<file path="src/include/srpc_defines.svh">
// constants for the sync, range and power control block
`ifndef SRPC_DEFINES_SVH
`define SRPC_DEFINES_SVH
// register indices; byte address is index times four
`define SRPC_IDX_FILTER   6'h28
`define SRPC_IDX_SYNC     6'h2B
`define SRPC_IDX_RANGE    6'h2C
`define SRPC_IDX_POWER    6'h2D
`define SRPC_IDX_STATUS   6'h30
`define SRPC_IDX_CLEAR    6'h31
`define SRPC_IDX_ENABLE   6'h32
`define SRPC_IDX_SAMPLE   6'h33
// reset values
`define SRPC_RST_SYNC     8'h00
`define SRPC_RST_RANGE    8'h81
`define SRPC_RST_POWER    8'h01
`define SRPC_RST_FILTER   8'h00
// writable masks, reserved bits stay zero
`define SRPC_MASK_SYNC    8'h07
`define SRPC_MASK_RANGE   8'hC3
`define SRPC_MASK_POWER   8'h07
`define SRPC_MASK_FILTER  8'h7F
// field positions
`define SRPC_SYNC_EXTCLK  2
`define SRPC_RNG_HS       7
`define SRPC_RNG_POL      6
`define SRPC_PWR_FORCE    2
`define SRPC_PWR_TEMP     1
`define SRPC_PWR_STBY     0
// sync source codes
`define SRPC_SRC_INT      2'b00
`define SRPC_SRC_EXT      2'b01
`define SRPC_SRC_INTERP   2'b10
`define SRPC_SRC_RSVD     2'b11
// event bits
`define SRPC_EV_READY     0
`define SRPC_EV_OVERRUN   1
`define SRPC_EV_REFUSED   2
`define SRPC_EV_N         3
// timing; the oscillator divider counts system clocks, the delays and rate base count oscillator ticks
`define SRPC_OSC_DIV      8'h04
`define SRPC_ODR_BASE     20'h00100
`define SRPC_INTERP_MIN   14
`define SRPC_INTERP_STEP  819
`define SRPC_RATE_MAX     4'hA
`endif

</file>
<file path="src/include/srpc_pkg.sv">
// types shared by the sync, range and power control block
package srpc_pkg;
  typedef logic [7:0]  srpc_byte_t;
  typedef logic [19:0] srpc_sample_t;
  typedef logic [1:0]  srpc_src_t;
  typedef enum logic [1:0] {
    SRPC_IDLE,
    SRPC_WAIT_TICK,
    SRPC_PENDING
  } srpc_state_e;
endpackage

</file>
<file path="src/include/srpc_smp_if.sv">
// carrier between the register bank and the sample timing engine
interface srpc_smp_if;
  logic                 run;
  logic [1:0]           src;
  logic                 external_clock_select_sel;
  logic [3:0]           rate;
  logic                 external_clock_select;
  logic                 sync_source_select;
  logic [19:0]          accel;
  logic                 ready;
  logic [19:0]          data;
  logic                 overrun;
  modport ctrl (output run, src, external_clock_select_sel, rate, external_clock_select, sync_source_select,
                accel, input ready, data, overrun);
  modport eng  (input run, src, external_clock_select_sel, rate, external_clock_select, sync_source_select,
                accel, output ready, data, overrun);
endinterface

</file>
<file path="src/rtl/srpc_sampler.sv">
// sample timing engine: oscillator, output rate and sync modes
`include "srpc_defines.svh"
module srpc_sampler
  import srpc_pkg::*;
(
  input  wire logic clk_i,
  input  wire logic rst_i,
  srpc_smp_if.eng   s
);
  logic [7:0]   div_cnt;
  logic         osc_tick;
  logic         external_clock_select_q;
  logic         sync_q;
  logic         sync_edge;
  logic [19:0]  odr_cnt;
  logic [13:0]  dly_cnt;
  logic [13:0]  dly_target;
  srpc_sample_t held;
  srpc_state_e  state;

  function automatic logic [13:0] interp_delay(input logic [3:0] r);
    logic [3:0] rc;
    rc = (r > `SRPC_RATE_MAX) ? `SRPC_RATE_MAX : r;
    interp_delay = 14'(`SRPC_INTERP_MIN + `SRPC_INTERP_STEP * rc);
  endfunction

  assign sync_edge = s.sync_source_select & ~sync_q;
  assign osc_tick  = s.external_clock_select_sel ? (s.external_clock_select & ~external_clock_select_q)
                                   : (div_cnt == 8'h00);
  assign dly_target = interp_delay(s.rate);

  always_ff @(posedge clk_i) begin
    if (rst_i | ~s.run) begin
      div_cnt   <= `SRPC_OSC_DIV - 8'h01;
      // track the pins while idle so waking up sees no false edge
      external_clock_select_q <= s.external_clock_select;
      sync_q    <= s.sync_source_select;
    end else begin
      div_cnt   <= (div_cnt == 8'h00) ? `SRPC_OSC_DIV - 8'h01
                                      : div_cnt - 8'h01;
      external_clock_select_q <= s.external_clock_select;
      sync_q    <= s.sync_source_select;
    end
  end

  always_ff @(posedge clk_i) begin
    s.ready   <= 1'b0;
    s.overrun <= 1'b0;
    if (rst_i | ~s.run) begin
      state   <= SRPC_IDLE;
      odr_cnt <= 20'h00000;
      dly_cnt <= 14'h0000;
      held    <= '0;
      s.data  <= '0;
    end else begin
      case (s.src)
        `SRPC_SRC_INT: begin
          state <= SRPC_WAIT_TICK;
          if (osc_tick) begin
            if (odr_cnt >= (`SRPC_ODR_BASE << s.rate) - 20'h00001) begin
              odr_cnt <= 20'h00000;
              s.data  <= s.accel;
              s.ready <= 1'b1;
            end else begin
              odr_cnt <= odr_cnt + 20'h00001;
            end
          end
        end
        `SRPC_SRC_EXT: begin
          state <= SRPC_IDLE;
          if (sync_edge) begin
            s.data  <= s.accel;
            s.ready <= 1'b1;
          end
        end
        `SRPC_SRC_INTERP: begin
          // the value is caught at the sync and only released later
          if (sync_edge) begin
            held    <= s.accel;
            dly_cnt <= 14'h0000;
            state   <= SRPC_PENDING;
            s.overrun <= (state == SRPC_PENDING);
          end else if (state == SRPC_PENDING && osc_tick) begin
            if (dly_cnt >= dly_target - 14'h0001) begin
              s.data  <= held;
              s.ready <= 1'b1;
              state   <= SRPC_IDLE;
            end else begin
              dly_cnt <= dly_cnt + 14'h0001;
            end
          end
        end
        default: begin
          state <= SRPC_IDLE;
        end
      endcase
    end
  end
endmodule // srpc_sampler

</file>
<file path="src/rtl/sync_range_power_control.sv">
// register bank for sync, range and power control with wishbone slave
`include "srpc_defines.svh"
module sync_range_power_control
  import srpc_pkg::*;
(
  input  wire logic        clk_i,
  input  wire logic        rst_i,
  input  wire logic [7:0]  adr_i,
  input  wire logic [31:0] dat_i,
  output logic      [31:0] dat_o,
  input  wire logic        we_i,
  input  wire logic [3:0]  sel_i,
  input  wire logic        cyc_i,
  input  wire logic        stb_i,
  output logic             ack_o,
  input  wire logic        external_clock_select_i,
  input  wire logic        sync_source_select_i,
  input  wire logic [19:0] accel_i,
  output logic             sample_ready_pin_o,
  output logic             irq_line_a_o,
  output logic             irq_line_b_o,
  output logic             irq_o,
  output logic             ext_clock_sel_o,
  output logic             bus_high_speed_o,
  output logic      [1:0]  range_o,
  output logic             accel_active_o,
  output logic             temp_active_o,
  output logic             digital_reset_o
);
  srpc_byte_t                 sync_control;
  srpc_byte_t                 bus_irq_range_control;
  srpc_byte_t                 power_control;
  srpc_byte_t                 filter_control;
  logic [`SRPC_EV_N-1:0]      irq_status;
  logic [`SRPC_EV_N-1:0]      irq_enable;
  logic [`SRPC_EV_N-1:0]      event_set;
  logic [`SRPC_EV_N-1:0]      clear_req;
  srpc_sample_t               sample_data;
  logic                       standby_q;
  logic                       entering_standby;
  logic                       wr_req;
  logic                       rd_req;
  logic [5:0]                 idx;
  srpc_byte_t                 wbyte;
  logic                       cfg_write;
  logic                       refused;
  logic [31:0]                next_dat;
  logic                       level_a;
  logic                       level_b;
  logic                       wr_sync;
  logic                       wr_range;
  logic                       wr_power;
  logic                       wr_filter;
  logic                       wr_enable;
  logic                       wr_clear;

  srpc_smp_if smp ();

  function automatic logic hit(input logic [7:0] a, input logic [5:0] i);
    hit = (a[7:2] == i);
  endfunction

  function automatic logic [31:0] widen(input srpc_byte_t b);
    widen = {24'h000000, b};
  endfunction

  function automatic logic [31:0] widen_ev(input logic [`SRPC_EV_N-1:0] e);
    widen_ev = {29'h00000000, e};
  endfunction

  // the lines idle at the inverse of their active level
  function automatic logic drive_line(input logic lvl, input logic pol);
    drive_line = lvl ~^ pol;
  endfunction

  // ------------------------------------------------------------ bus
  assign idx    = adr_i[7:2];
  assign wbyte  = dat_i[7:0];
  assign wr_req = cyc_i & stb_i & we_i & ~ack_o & sel_i[0];
  assign rd_req = cyc_i & stb_i & ~we_i & ~ack_o;

  // one strobe per register keeps the address decode in one place
  assign wr_sync   = wr_req & hit(adr_i, `SRPC_IDX_SYNC);
  assign wr_range  = wr_req & hit(adr_i, `SRPC_IDX_RANGE);
  assign wr_power  = wr_req & hit(adr_i, `SRPC_IDX_POWER);
  assign wr_filter = wr_req & hit(adr_i, `SRPC_IDX_FILTER);
  assign wr_enable = wr_req & hit(adr_i, `SRPC_IDX_ENABLE);
  assign wr_clear  = wr_req & hit(adr_i, `SRPC_IDX_CLEAR);

  // sync and range configuration writes are only taken in
  // standby; a refused write is still acked so the bus never hangs
  assign cfg_write = wr_sync | wr_range;
  assign refused   = cfg_write & ~power_control[`SRPC_PWR_STBY];

  always_ff @(posedge clk_i) begin
    if (rst_i) begin
      ack_o <= 1'b0;
    end else begin
      ack_o <= cyc_i & stb_i & ~ack_o;
    end
  end

  always_comb begin
    next_dat = 32'h00000000;
    case (idx)
      `SRPC_IDX_FILTER: next_dat = widen(filter_control);
      `SRPC_IDX_SYNC:   next_dat = widen(sync_control);
      `SRPC_IDX_RANGE:  next_dat = widen(bus_irq_range_control);
      `SRPC_IDX_POWER:  next_dat = widen(power_control);
      `SRPC_IDX_STATUS: next_dat = widen_ev(irq_status);
      `SRPC_IDX_ENABLE: next_dat = widen_ev(irq_enable);
      `SRPC_IDX_SAMPLE: next_dat = {12'h000, sample_data};
      default:          next_dat = 32'h00000000;
    endcase
  end

  always_ff @(posedge clk_i) begin
    if (rst_i) begin
      dat_o <= 32'h00000000;
    end else if (rd_req) begin
      dat_o <= next_dat;
    end
  end

  // ------------------------------------------------------ registers
  always_ff @(posedge clk_i) begin
    if (rst_i) begin
      sync_control <= `SRPC_RST_SYNC;
    end else if (wr_sync & ~refused) begin
      // the reserved source code is never stored
      if (wbyte[1:0] != `SRPC_SRC_RSVD) begin
        sync_control <= wbyte & `SRPC_MASK_SYNC;
      end
    end
  end

  always_ff @(posedge clk_i) begin
    if (rst_i) begin
      bus_irq_range_control <= `SRPC_RST_RANGE;
    end else if (wr_range & ~refused) begin
      bus_irq_range_control <= wbyte & `SRPC_MASK_RANGE;
    end
  end

  always_ff @(posedge clk_i) begin
    if (rst_i) begin
      power_control <= `SRPC_RST_POWER;
    end else if (wr_power) begin
      power_control <= wbyte & `SRPC_MASK_POWER;
    end
  end

  // filter stays writable while measuring
  always_ff @(posedge clk_i) begin
    if (rst_i) begin
      filter_control <= `SRPC_RST_FILTER;
    end else if (wr_filter) begin
      filter_control <= wbyte & `SRPC_MASK_FILTER;
    end
  end

  always_ff @(posedge clk_i) begin
    if (rst_i) begin
      irq_enable <= '0;
    end else if (wr_enable) begin
      irq_enable <= wbyte[`SRPC_EV_N-1:0];
    end
  end

  // ------------------------------------------------- standby control
  assign entering_standby = power_control[`SRPC_PWR_STBY] & ~standby_q;

  always_ff @(posedge clk_i) begin
    if (rst_i) begin
      standby_q <= 1'b1;
    end else begin
      standby_q <= power_control[`SRPC_PWR_STBY];
    end
  end

  // one-cycle pulse that clears fifo pointers and other digital state
  always_ff @(posedge clk_i) begin
    if (rst_i) begin
      digital_reset_o <= 1'b1;
    end else begin
      digital_reset_o <= entering_standby;
    end
  end

  always_ff @(posedge clk_i) begin
    if (rst_i) begin
      accel_active_o <= 1'b0;
    end else begin
      accel_active_o <= ~power_control[`SRPC_PWR_STBY];
    end
  end

  // standby overrides the temperature enable whatever that bit holds
  always_ff @(posedge clk_i) begin
    if (rst_i) begin
      temp_active_o <= 1'b0;
    end else begin
      temp_active_o <= ~power_control[`SRPC_PWR_TEMP]
                     & ~power_control[`SRPC_PWR_STBY];
    end
  end

  // -------------------------------------------------- config pins
  // pins follow their fields one cycle after the write
  always_ff @(posedge clk_i) begin
    if (rst_i) begin
      ext_clock_sel_o <= 1'b0;
    end else begin
      ext_clock_sel_o <= sync_control[`SRPC_SYNC_EXTCLK];
    end
  end

  always_ff @(posedge clk_i) begin
    if (rst_i) begin
      bus_high_speed_o <= 1'b1;
    end else begin
      bus_high_speed_o <= bus_irq_range_control[`SRPC_RNG_HS];
    end
  end

  // range 00 is not defined and is passed through unchanged
  always_ff @(posedge clk_i) begin
    if (rst_i) begin
      range_o <= 2'(`SRPC_RST_RANGE);
    end else begin
      range_o <= bus_irq_range_control[1:0];
    end
  end

  // ------------------------------------------------- sample engine
  // the engine is held cleared for the whole standby period
  assign smp.run         = ~power_control[`SRPC_PWR_STBY];
  assign smp.src         = sync_control[1:0];
  assign smp.external_clock_select_sel = sync_control[`SRPC_SYNC_EXTCLK];
  assign smp.rate        = filter_control[3:0];
  assign smp.external_clock_select     = external_clock_select_i;
  assign smp.sync_source_select    = sync_source_select_i;
  assign smp.accel       = accel_i;

  srpc_sampler u_sampler (
    .clk_i (clk_i),
    .rst_i (rst_i),
    .s     (smp.eng)
  );

  always_ff @(posedge clk_i) begin
    if (rst_i | entering_standby) begin
      sample_data <= '0;
    end else if (smp.ready) begin
      sample_data <= smp.data;
    end
  end

  // forced low only masks the pin; the status event still fires
  always_ff @(posedge clk_i) begin
    if (rst_i) begin
      sample_ready_pin_o <= 1'b0;
    end else begin
      sample_ready_pin_o <= smp.ready
                          & ~power_control[`SRPC_PWR_FORCE];
    end
  end

  // ---------------------------------------------------- interrupts
  assign event_set[`SRPC_EV_READY]   = smp.ready;
  assign event_set[`SRPC_EV_OVERRUN] = smp.overrun;
  assign event_set[`SRPC_EV_REFUSED] = refused;
  // clear is write-one: zeros written leave their bits alone
  always_comb begin
    clear_req = '0;
    if (wr_clear) begin
      clear_req = wbyte[`SRPC_EV_N-1:0];
    end
  end

  // a new event in the clearing cycle wins over the clear
  genvar g;
  generate
    for (g = 0; g < `SRPC_EV_N; g = g + 1) begin : g_status
      always_ff @(posedge clk_i) begin
        if (rst_i | entering_standby) begin
          irq_status[g] <= 1'b0;
        end else if (event_set[g]) begin
          irq_status[g] <= 1'b1;
        end else if (clear_req[g]) begin
          irq_status[g] <= 1'b0;
        end
      end
    end
  endgenerate

  assign level_a = irq_status[`SRPC_EV_READY] & irq_enable[`SRPC_EV_READY];
  assign level_b = |(irq_status[`SRPC_EV_REFUSED:`SRPC_EV_OVERRUN]
                   & irq_enable[`SRPC_EV_REFUSED:`SRPC_EV_OVERRUN]);

  always_ff @(posedge clk_i) begin
    if (rst_i) begin
      irq_o <= 1'b0;
    end else begin
      irq_o <= |(irq_status & irq_enable);
    end
  end

  // polarity zero inverts so an idle line sits high, as after reset
  always_ff @(posedge clk_i) begin
    if (rst_i) begin
      irq_line_a_o <= 1'b1;
    end else begin
      irq_line_a_o <= drive_line(level_a,
                                 bus_irq_range_control[`SRPC_RNG_POL]);
    end
  end

  always_ff @(posedge clk_i) begin
    if (rst_i) begin
      irq_line_b_o <= 1'b1;
    end else begin
      irq_line_b_o <= drive_line(level_b,
                                 bus_irq_range_control[`SRPC_RNG_POL]);
    end
  end
endmodule // sync_range_power_control

</file>
<file path="config.mk">
export PLATFORM = sky130hd
export DESIGN_NAME = sync_range_power_control
export DESIGN_NICKNAME = d
export VERILOG_FILES = /design/src/include/srpc_pkg.sv /design/src/include/srpc_smp_if.sv /design/src/rtl/srpc_sampler.sv /design/src/rtl/sync_range_power_control.sv
export VERILOG_INCLUDE_DIRS = /design/src /design/src/include
export SDC_FILE = /design/constraint.sdc
export NUM_CORES = 1
export LEC_CHECK = 0
export ABC_AREA = 1
export ABC_CLOCK_PERIOD_IN_PS = 7700
export BUFFER_PORTS_ARGS = -buffer_cell sky130_fd_sc_hd__buf_4
export CAP_MARGIN = 20
export CORE_MARGIN = 2
export CORE_UTILIZATION = 50
export CTS_CLUSTER_SIZE = 10
export DETAILED_ROUTE_END_ITERATION = 10
export HOLD_SLACK_MARGIN = 0.12
export PLACE_DENSITY_LB_ADDON = 0.08
export SLEW_MARGIN = 20
export SYNTH_ARGS = -nofsm -noshare
export SYNTH_HDL_FRONTEND = slang
export SYNTH_SLANG_ARGS = --single-unit
</file>
<file path="constraint.sdc">
create_clock -name clk_i -period 7.7 [get_ports clk_i]
set_clock_uncertainty 0.15 [all_clocks]
set_input_delay 1.54 -clock clk_i [delete_from_list [all_inputs] [get_ports clk_i]]
set_output_delay 1.54 -clock clk_i [all_outputs]
set_load 0.005 [all_outputs]
</file>
==> results of run 1 <==
power by group through the flow:
stage	clock network [W]	registers [W]	logic (W)
finish	0.000877	0.000849	0.0000511
global route	0.000926	0.000849	0.0000572
CTS	0.000890	0.000849	0.0000508
detailed placement	0	0.000869	0.0000506
global placement	0	0.000869	0.0000502
floorplan	0	0.000869	0.0000285
worst max-delay path, delay by kind of cell (launching register included):
kind / cells / cell delay (ns)
DFF: 1 / 0.58
buffers and inverters: 2 / 0.18
and+or+nand+nor: 19 / 2.37
adders and majority gates: 4 / 1.11
AOI/OAI and AO/OA: 4 / 0.70
flip-flops by register name, indices dropped and copies added, names as in the netlist, 2 cells and up:
signal and flops:
u_sampler.s.data 20, sample_data 20, irq_enable 3, u_sampler.odr_cnt 20
irq_status 3, range_o 2, u_sampler.held 20, bus_irq_range_control 4
u_sampler.dly_cnt 14, u_sampler.state 2, filter_control 7, sync_control 3
dat_o 20, u_sampler.div_cnt 8, power_control 3
cell usage after synthesis (2+ instances only):
cell type  instances  area [sq um]
a211oi_1           3          22.5
a21oi_1           82           410
a31oi_1            2          12.5
buf_1              3          11.3
buf_2              6          30.0
buf_4             13          97.6
buf_6              2          22.5
clkbuf_1          30           113
dfxtp_1          164          3280
ha_1              51           638
inv_1            164           616
inv_2             11          41.3
nand2_1          315          1180
nand2_2            6          37.5
nand2_4            3          33.8
nand3_1           92           460
nand3_2            4          40.0
nand3b_1           3          22.5
nand4_1           25           156
nor2_1           132           495
nor2_2            15          93.8
nor2_4             2          22.5
nor3_1            19          95.1
o2111ai_1          3          26.3
o211ai_1           4          30.0
o21ai_0           92           460
o21ai_1            3          15.0
o221ai_1           2          17.5
o22ai_1            5          31.3
or2_2              2          12.5
xnor2_1           10          87.6
xor2_1            23           201
cell families (layout without fill, tap and decap cells):
| group | Yosys count | in the layout | synth area share (%) |
|---|---|---|---|
| and+or+nand+nor | 623 | 623 | 30.3 |
| buffers and inverters | 229 | 282 | 10.4 |
| AOI/OAI and AO/OA | 201 | 201 | 12.0 |
| DFF | 164 | 164 | 36.8 |
| adders and majority gates | 51 | 51 | 7.16 |
| xor gates and xnor gates | 33 | 33 | 3.24 |
| other | 1 | 13 | 0.0421 |
per-layer routing:
metal	part of all wire [%]	routed length (um)	GRT usage, %	vias to the layer above
met5	0	0	0	-
met4	0.87	184	4.75	0
met3	4.7	981	4.75	13
met2	43	9130	34.5	152
met1	51	10800	34.0	3620
li1	-	-	-	4271
through the flow:
| stage | instance area [sq um] | hold slack [ns] | power [W] |
|---|---|---|---|
| 2_1_floorplan | 8950 | 0.216 | 0.000897 |
| 6_report | 10100 | 0.249 | 0.00178 |
| 4_1_cts | 10100 | 0.251 | 0.00179 |
| 3_5_place_dp | 9530 | 0.233 | 0.000919 |
| 5_1_grt | 10100 | 0.262 | 0.00183 |
| 3_3_place_gp | 9530 | 0.226 | 0.000919 |
cell type report:
class,count,share of cell area (%)
multi-input cells,921,46.8
flip-flops and latches,164,32.4
inverters,175,6.49
repair buffers,75,5.56
clock buffers,18,4.34
well taps,225,2.78
clock inverters,14,1.62
worst max path at each step:
stage / start / end / slack [ns] / depth (start not counted)
after floorplan: filter_control[3] / u_sampler.s.data[12] / 3.37 / 31
after global placement: filter_control[3] / u_sampler.dly_cnt[4] / 2.67 / 29
after detailed placement: filter_control[3] / u_sampler.dly_cnt[10] / 2.61 / 29
after CTS: filter_control[3] / u_sampler.dly_cnt[2] / 2.55 / 27
after global routing: filter_control[3] / u_sampler.dly_cnt[12] / 1.92 / 27
final: filter_control[3] / u_sampler.dly_cnt[2] / 2.54 / 29
==> impl_metrics.toml, run 1 <==
[sta]
hold_viol_final = 0
slew_headroom_pct = 50.6
slew_violations = 0
worst_slack_ns = 2.54
fin_crit_sh_pct = 67.0
min_period_ns = 5.16
worst_pin_slew_ns = 0.739
setup_tns_ns = 0
setup_violations = 0
rsz0062_at_grt = "false"
fmax_mhz = 194

[power]
p_switching_w = 0.000410
internal_power_w = 0.00137
ir_worst_vdd_uv = 164
power.static_leakage_nw = 4.60
combPwrFrac_pct = 2.9
seq_power_share_pct = 47.8
power_frac_clock_pct = 49.3
switching_share_pct = 23.1
cellPowerDensity_mw_per_mm2 = 175

[logic_synthesis]
async_flop_share_pct = 0
syn_area_sq_mm = 0.00891
synth_flop_cell = "dfxtp_1"
yosys_warnings = 0
yosys.cell_types.count = 43
ys_seq_elements = 164
synth_edf_count = 0
synth.avg_cell_area_sq_um = 6.84
syn-instance-count = 1302
synth_seq_area_share_pct = 36.8

[routing]
drtIter0Drc = 500
drt-vias-per-instance = 5.06
routed_wl_um = 21100
vias = 8056
drc = 0
dr.pass1.iters = 5
ant_nets = 0
wl_per_cell_um = 13.3

[critical_path]
crit_arrival_ns = 5.36
reg2reg_slack_ns = 2.54
slowest_delay_ns = 0.58
crit_slowest_cell = "dfxtp_1"
r2r_cells = 29
startpoint_type = "flop"
rr_endpoint = "u_sampler.dly_cnt[2]"
required_ns = 7.90
crit_fanout = 15
path_class = "flop to flop"
critPathCaptureType = "flop"
reg2reg_from = "filter_control[3]"
path_common_cell = "nand2_1"

[flow_run]
drv_cap = 0

[clocking]
ctsHoldBuffers = 0
htreeDepth = 4
ctsResizeCount = 0
cts_buffer_depth = 2
cts_num_sinks = 164
cts_buffers = 17
cts_setup_buffers = 0
path_clk_slew_ns = 0.07
insertion_delay_ns = 0.43
cts_tree = "built"
cts_root_buf = "clkbuf_16"

[final_layout]
area_growth_pct = 13.7
multi_input_area_sq_mm = 0.00474
antennaDiodeCount = 0
nNetsFinal = 1476
final_cell_mix = "nand2_1, inv_1, dfxtp_1, nor2_1"
final_util_pct = 58.4
final_cells = 1592
fillerInstances = 1715
drive_above_1_share_pct = 11.1
final_common_cell = "nand2_1"
regArea_sq_mm = 0.00328

[global_routing]
antenna_found_initial = 0
grt_pass1_wl_um = 34700
grt_pass1_vias = 7131
grt_max_degree = 44
grt_use_total_pct = 23.0
grt-ovfl-total = 0

[die]
fp.dieH_um = 137
dieWidth_um = 137
coreArea_sq_mm = 0.0174
rows = 48
pin_count = 115
initial_core_util_pct = 51.3
dieArea_sq_mm = 0.0189

[hold_path]
hp-start = "u_sampler.div_cnt[0]"
min_path_type = "flop to flop"
whs_path_depth = 1
holdPathEnd = "u_sampler.div_cnt[0]"

[place]
io_buffers = 73
dp_slack_ns = 2.61
place_inst = 1560
place_congestion = 0.937
place_hpwl_um = 15400

[status]
status = "finished, final reports clean"
(Power assumes the default switching activity.)
==> run 2: changes to the inputs <==
--- a/config.mk
+++ b/config.mk
@@ -7,7 +7,7 @@
 export NUM_CORES = 1
 export LEC_CHECK = 0
 export ABC_AREA = 1
-export ABC_CLOCK_PERIOD_IN_PS = 7700
+export ABC_CLOCK_PERIOD_IN_PS = 4820
 export BUFFER_PORTS_ARGS = -buffer_cell sky130_fd_sc_hd__buf_4
 export CAP_MARGIN = 20
 export CORE_MARGIN = 2
==> constraint.sdc (replaced) <==
create_clock -name clk_i -period 4.82 [get_ports clk_i]
set_clock_uncertainty 0.15 [all_clocks]
set_input_delay 0.964 -clock clk_i [delete_from_list [all_inputs] [get_ports clk_i]]
set_output_delay 0.964 -clock clk_i [all_outputs]
set_load 0.005 [all_outputs]
==> impl_metrics.toml, run 2 (same netlist as run 1, synthesis figures left out) <==
[final_layout]
nNetsFinal = 1485
multi_input_area_sq_mm = 0.00475
regArea_sq_mm = 0.00328
antennaDiodeCount = 0
fillerInstances = 1690
area_growth_pct = 14.6
final_util_pct = 58.8
final_cell_mix = "nand2_1, inv_1, dfxtp_1, nor2_1, nand3_1"
drive_above_1_share_pct = 11.8
final_common_cell = "nand2_1"

[die]
fp.dieH_um = 137
dieArea_sq_mm = 0.0189
rows = 48
initial_core_util_pct = 51.3
pin_count = 115
dieWidth_um = 137
coreArea_sq_mm = 0.0174

[critical_path]
rr_endpoint = "u_sampler.s.data[0]"
critical-path-top-delay-family = "simple AND/OR/NAND/NOR gates"
reg2reg_slack_ns = 0.39
crit_buf_inv = 3
startpoint_type = "flop"
path_class = "flop to flop"
reg2reg_from = "filter_control[1]"
slowest_delay_ns = 0.38
r2r_cells = 30
crit_fanout = 6
critPathCaptureType = "flop"
crit_arrival_ns = 4.59
path_common_cell = "nand2_1"
crit_slowest_cell = "dfxtp_1"
required_ns = 4.98

[global_routing]
grt_pass1_vias = 6975
grt-ovfl-total = 0
grt_max_degree = 44
antenna_found_initial = 0
grt_use_total_pct = 22.4
grt_pass1_wl_um = 33900

[clocking]
cts_buffers = 17
htreeDepth = 4
cts_tree = "built"
insertion_delay_ns = 0.42
cts_root_buf = "clkbuf_16"
ctsHoldBuffers = 0
cts_buffer_depth = 2
cts_num_sinks = 164
path_clk_slew_ns = 0.07

[routing]
ant_nets = 0
drtIter0Drc = 606
drt-vias-per-instance = 5.11
wl_per_cell_um = 13.3
vias = 8172
routed_wl_um = 21200
dr.pass1.iters = 5
drc = 0

[hold_path]
holdPathEnd = "u_sampler.div_cnt[0]"
whs_path_depth = 1
min_path_type = "flop to flop"
hp-start = "u_sampler.div_cnt[0]"

[power]
combPwrFrac_pct = 2.9
finalPower_w = 0.00283
seq_power_share_pct = 48.0
switching_share_pct = 21.8
power_frac_clock_pct = 49.1
internal_power_w = 0.00221
power.static_leakage_nw = 4.63
p_switching_w = 0.000616
ir_worst_vdd_uv = 294
cellPowerDensity_mw_per_mm2 = 277

[sta]
rsz0062_at_grt = "false"
hold_viol_final = 0
fmax_mhz = 226
setup_tns_ns = 0
holdWs_ns = 0.243
worst_pin_slew_ns = 0.726
fin_crit_sh_pct = 91.9
min_period_ns = 4.43
slew_violations = 0
worst_slack_ns = 0.393
slew_headroom_pct = 51.5
setup_violations = 0

[flow_run]
drv_cap = 0

[place]
place_congestion = 0.905
io_buffers = 73
place_hpwl_um = 15500
dp_slack_ns = 0.198

[status]
status = "finished, final reports clean"
==> run 2: cell types whose count changed in the layout (fill, tap and decap cells not counted), sizes merged <==
cell      delta
buf          +9
inv          -5
clkbuf       +4
clkinv       -2
clkinvlp     +2
==> run 2: layout make-up <==
| class | instances | area share (%) |
|---|---|---|
| clock buffers | 22 | 4.74 |
| repair buffers | 84 | 6.18 |
| multi-input cells | 921 | 46.6 |
| well taps | 225 | 2.76 |
| inverters | 175 | 6.44 |
| flip-flops and latches | 164 | 32.2 |
| clock inverters | 9 | 1.15 |
==> run 2: worst max path at each step <==
stage	slack (ns)	cells past startpoint	endpoint	from
after floorplan	0.49	31	u_sampler.s.data[12]	filter_control[3]
after global placement	0.31	27	u_sampler.s.data[5]	filter_control[2]
after detailed placement	0.20	29	u_sampler.s.data[7]	filter_control[2]
after CTS	0.16	27	u_sampler.s.data[1]	filter_control[2]
after global routing	0.02	29	u_sampler.s.data[5]	filter_control[1]
final	0.39	30	u_sampler.s.data[0]	filter_control[1]
==> run 2: stage by stage <==
stage,cell area [sq um],cells
floorplan,8950,1314
global placement,9580,1567
detailed placement,9580,1567
CTS,10200,1598
global route,10200,1600
finish,10200,1600
==> run 2: power by group through the flow <==
stage | Clock [W] | Combinational [W] | Sequential [W]
after floorplan | 0 | 0.0000456 | 0.00139
after global placement | 0 | 0.0000811 | 0.00139
after detailed placement | 0 | 0.0000813 | 0.00139
after CTS | 0.00141 | 0.0000815 | 0.00136
after global routing | 0.00147 | 0.0000916 | 0.00136
final | 0.00139 | 0.0000817 | 0.00136
==> run 2: timing repair <==
action / CTS / global route
gates resized for setup: 0 / 6
endpoints found under the hold margin: 0 / 0
setup endpoints to repair: 0 / 33
buffers inserted: 0 / 2
==> run 2: metal layers <==
metal	vias to the layer above	share of wire, %	global-route usage [%]
met2	208	43	33.6
met3	21	5.0	4.23
met4	0	1.3	6.41
met5	-	0	0
met1	3651	51	32.7
li1	4292	-	-
==> run 2: worst register-to-register path: cells and delay by family, from the launching register on <==
family	cells	cell delay, ns
DFF	1	0.38
AOI/OAI and AO/OA	3	0.31
adders and majority gates	4	1.09
buffers and inverters	3	0.30
and+or+nand+nor	20	2.10
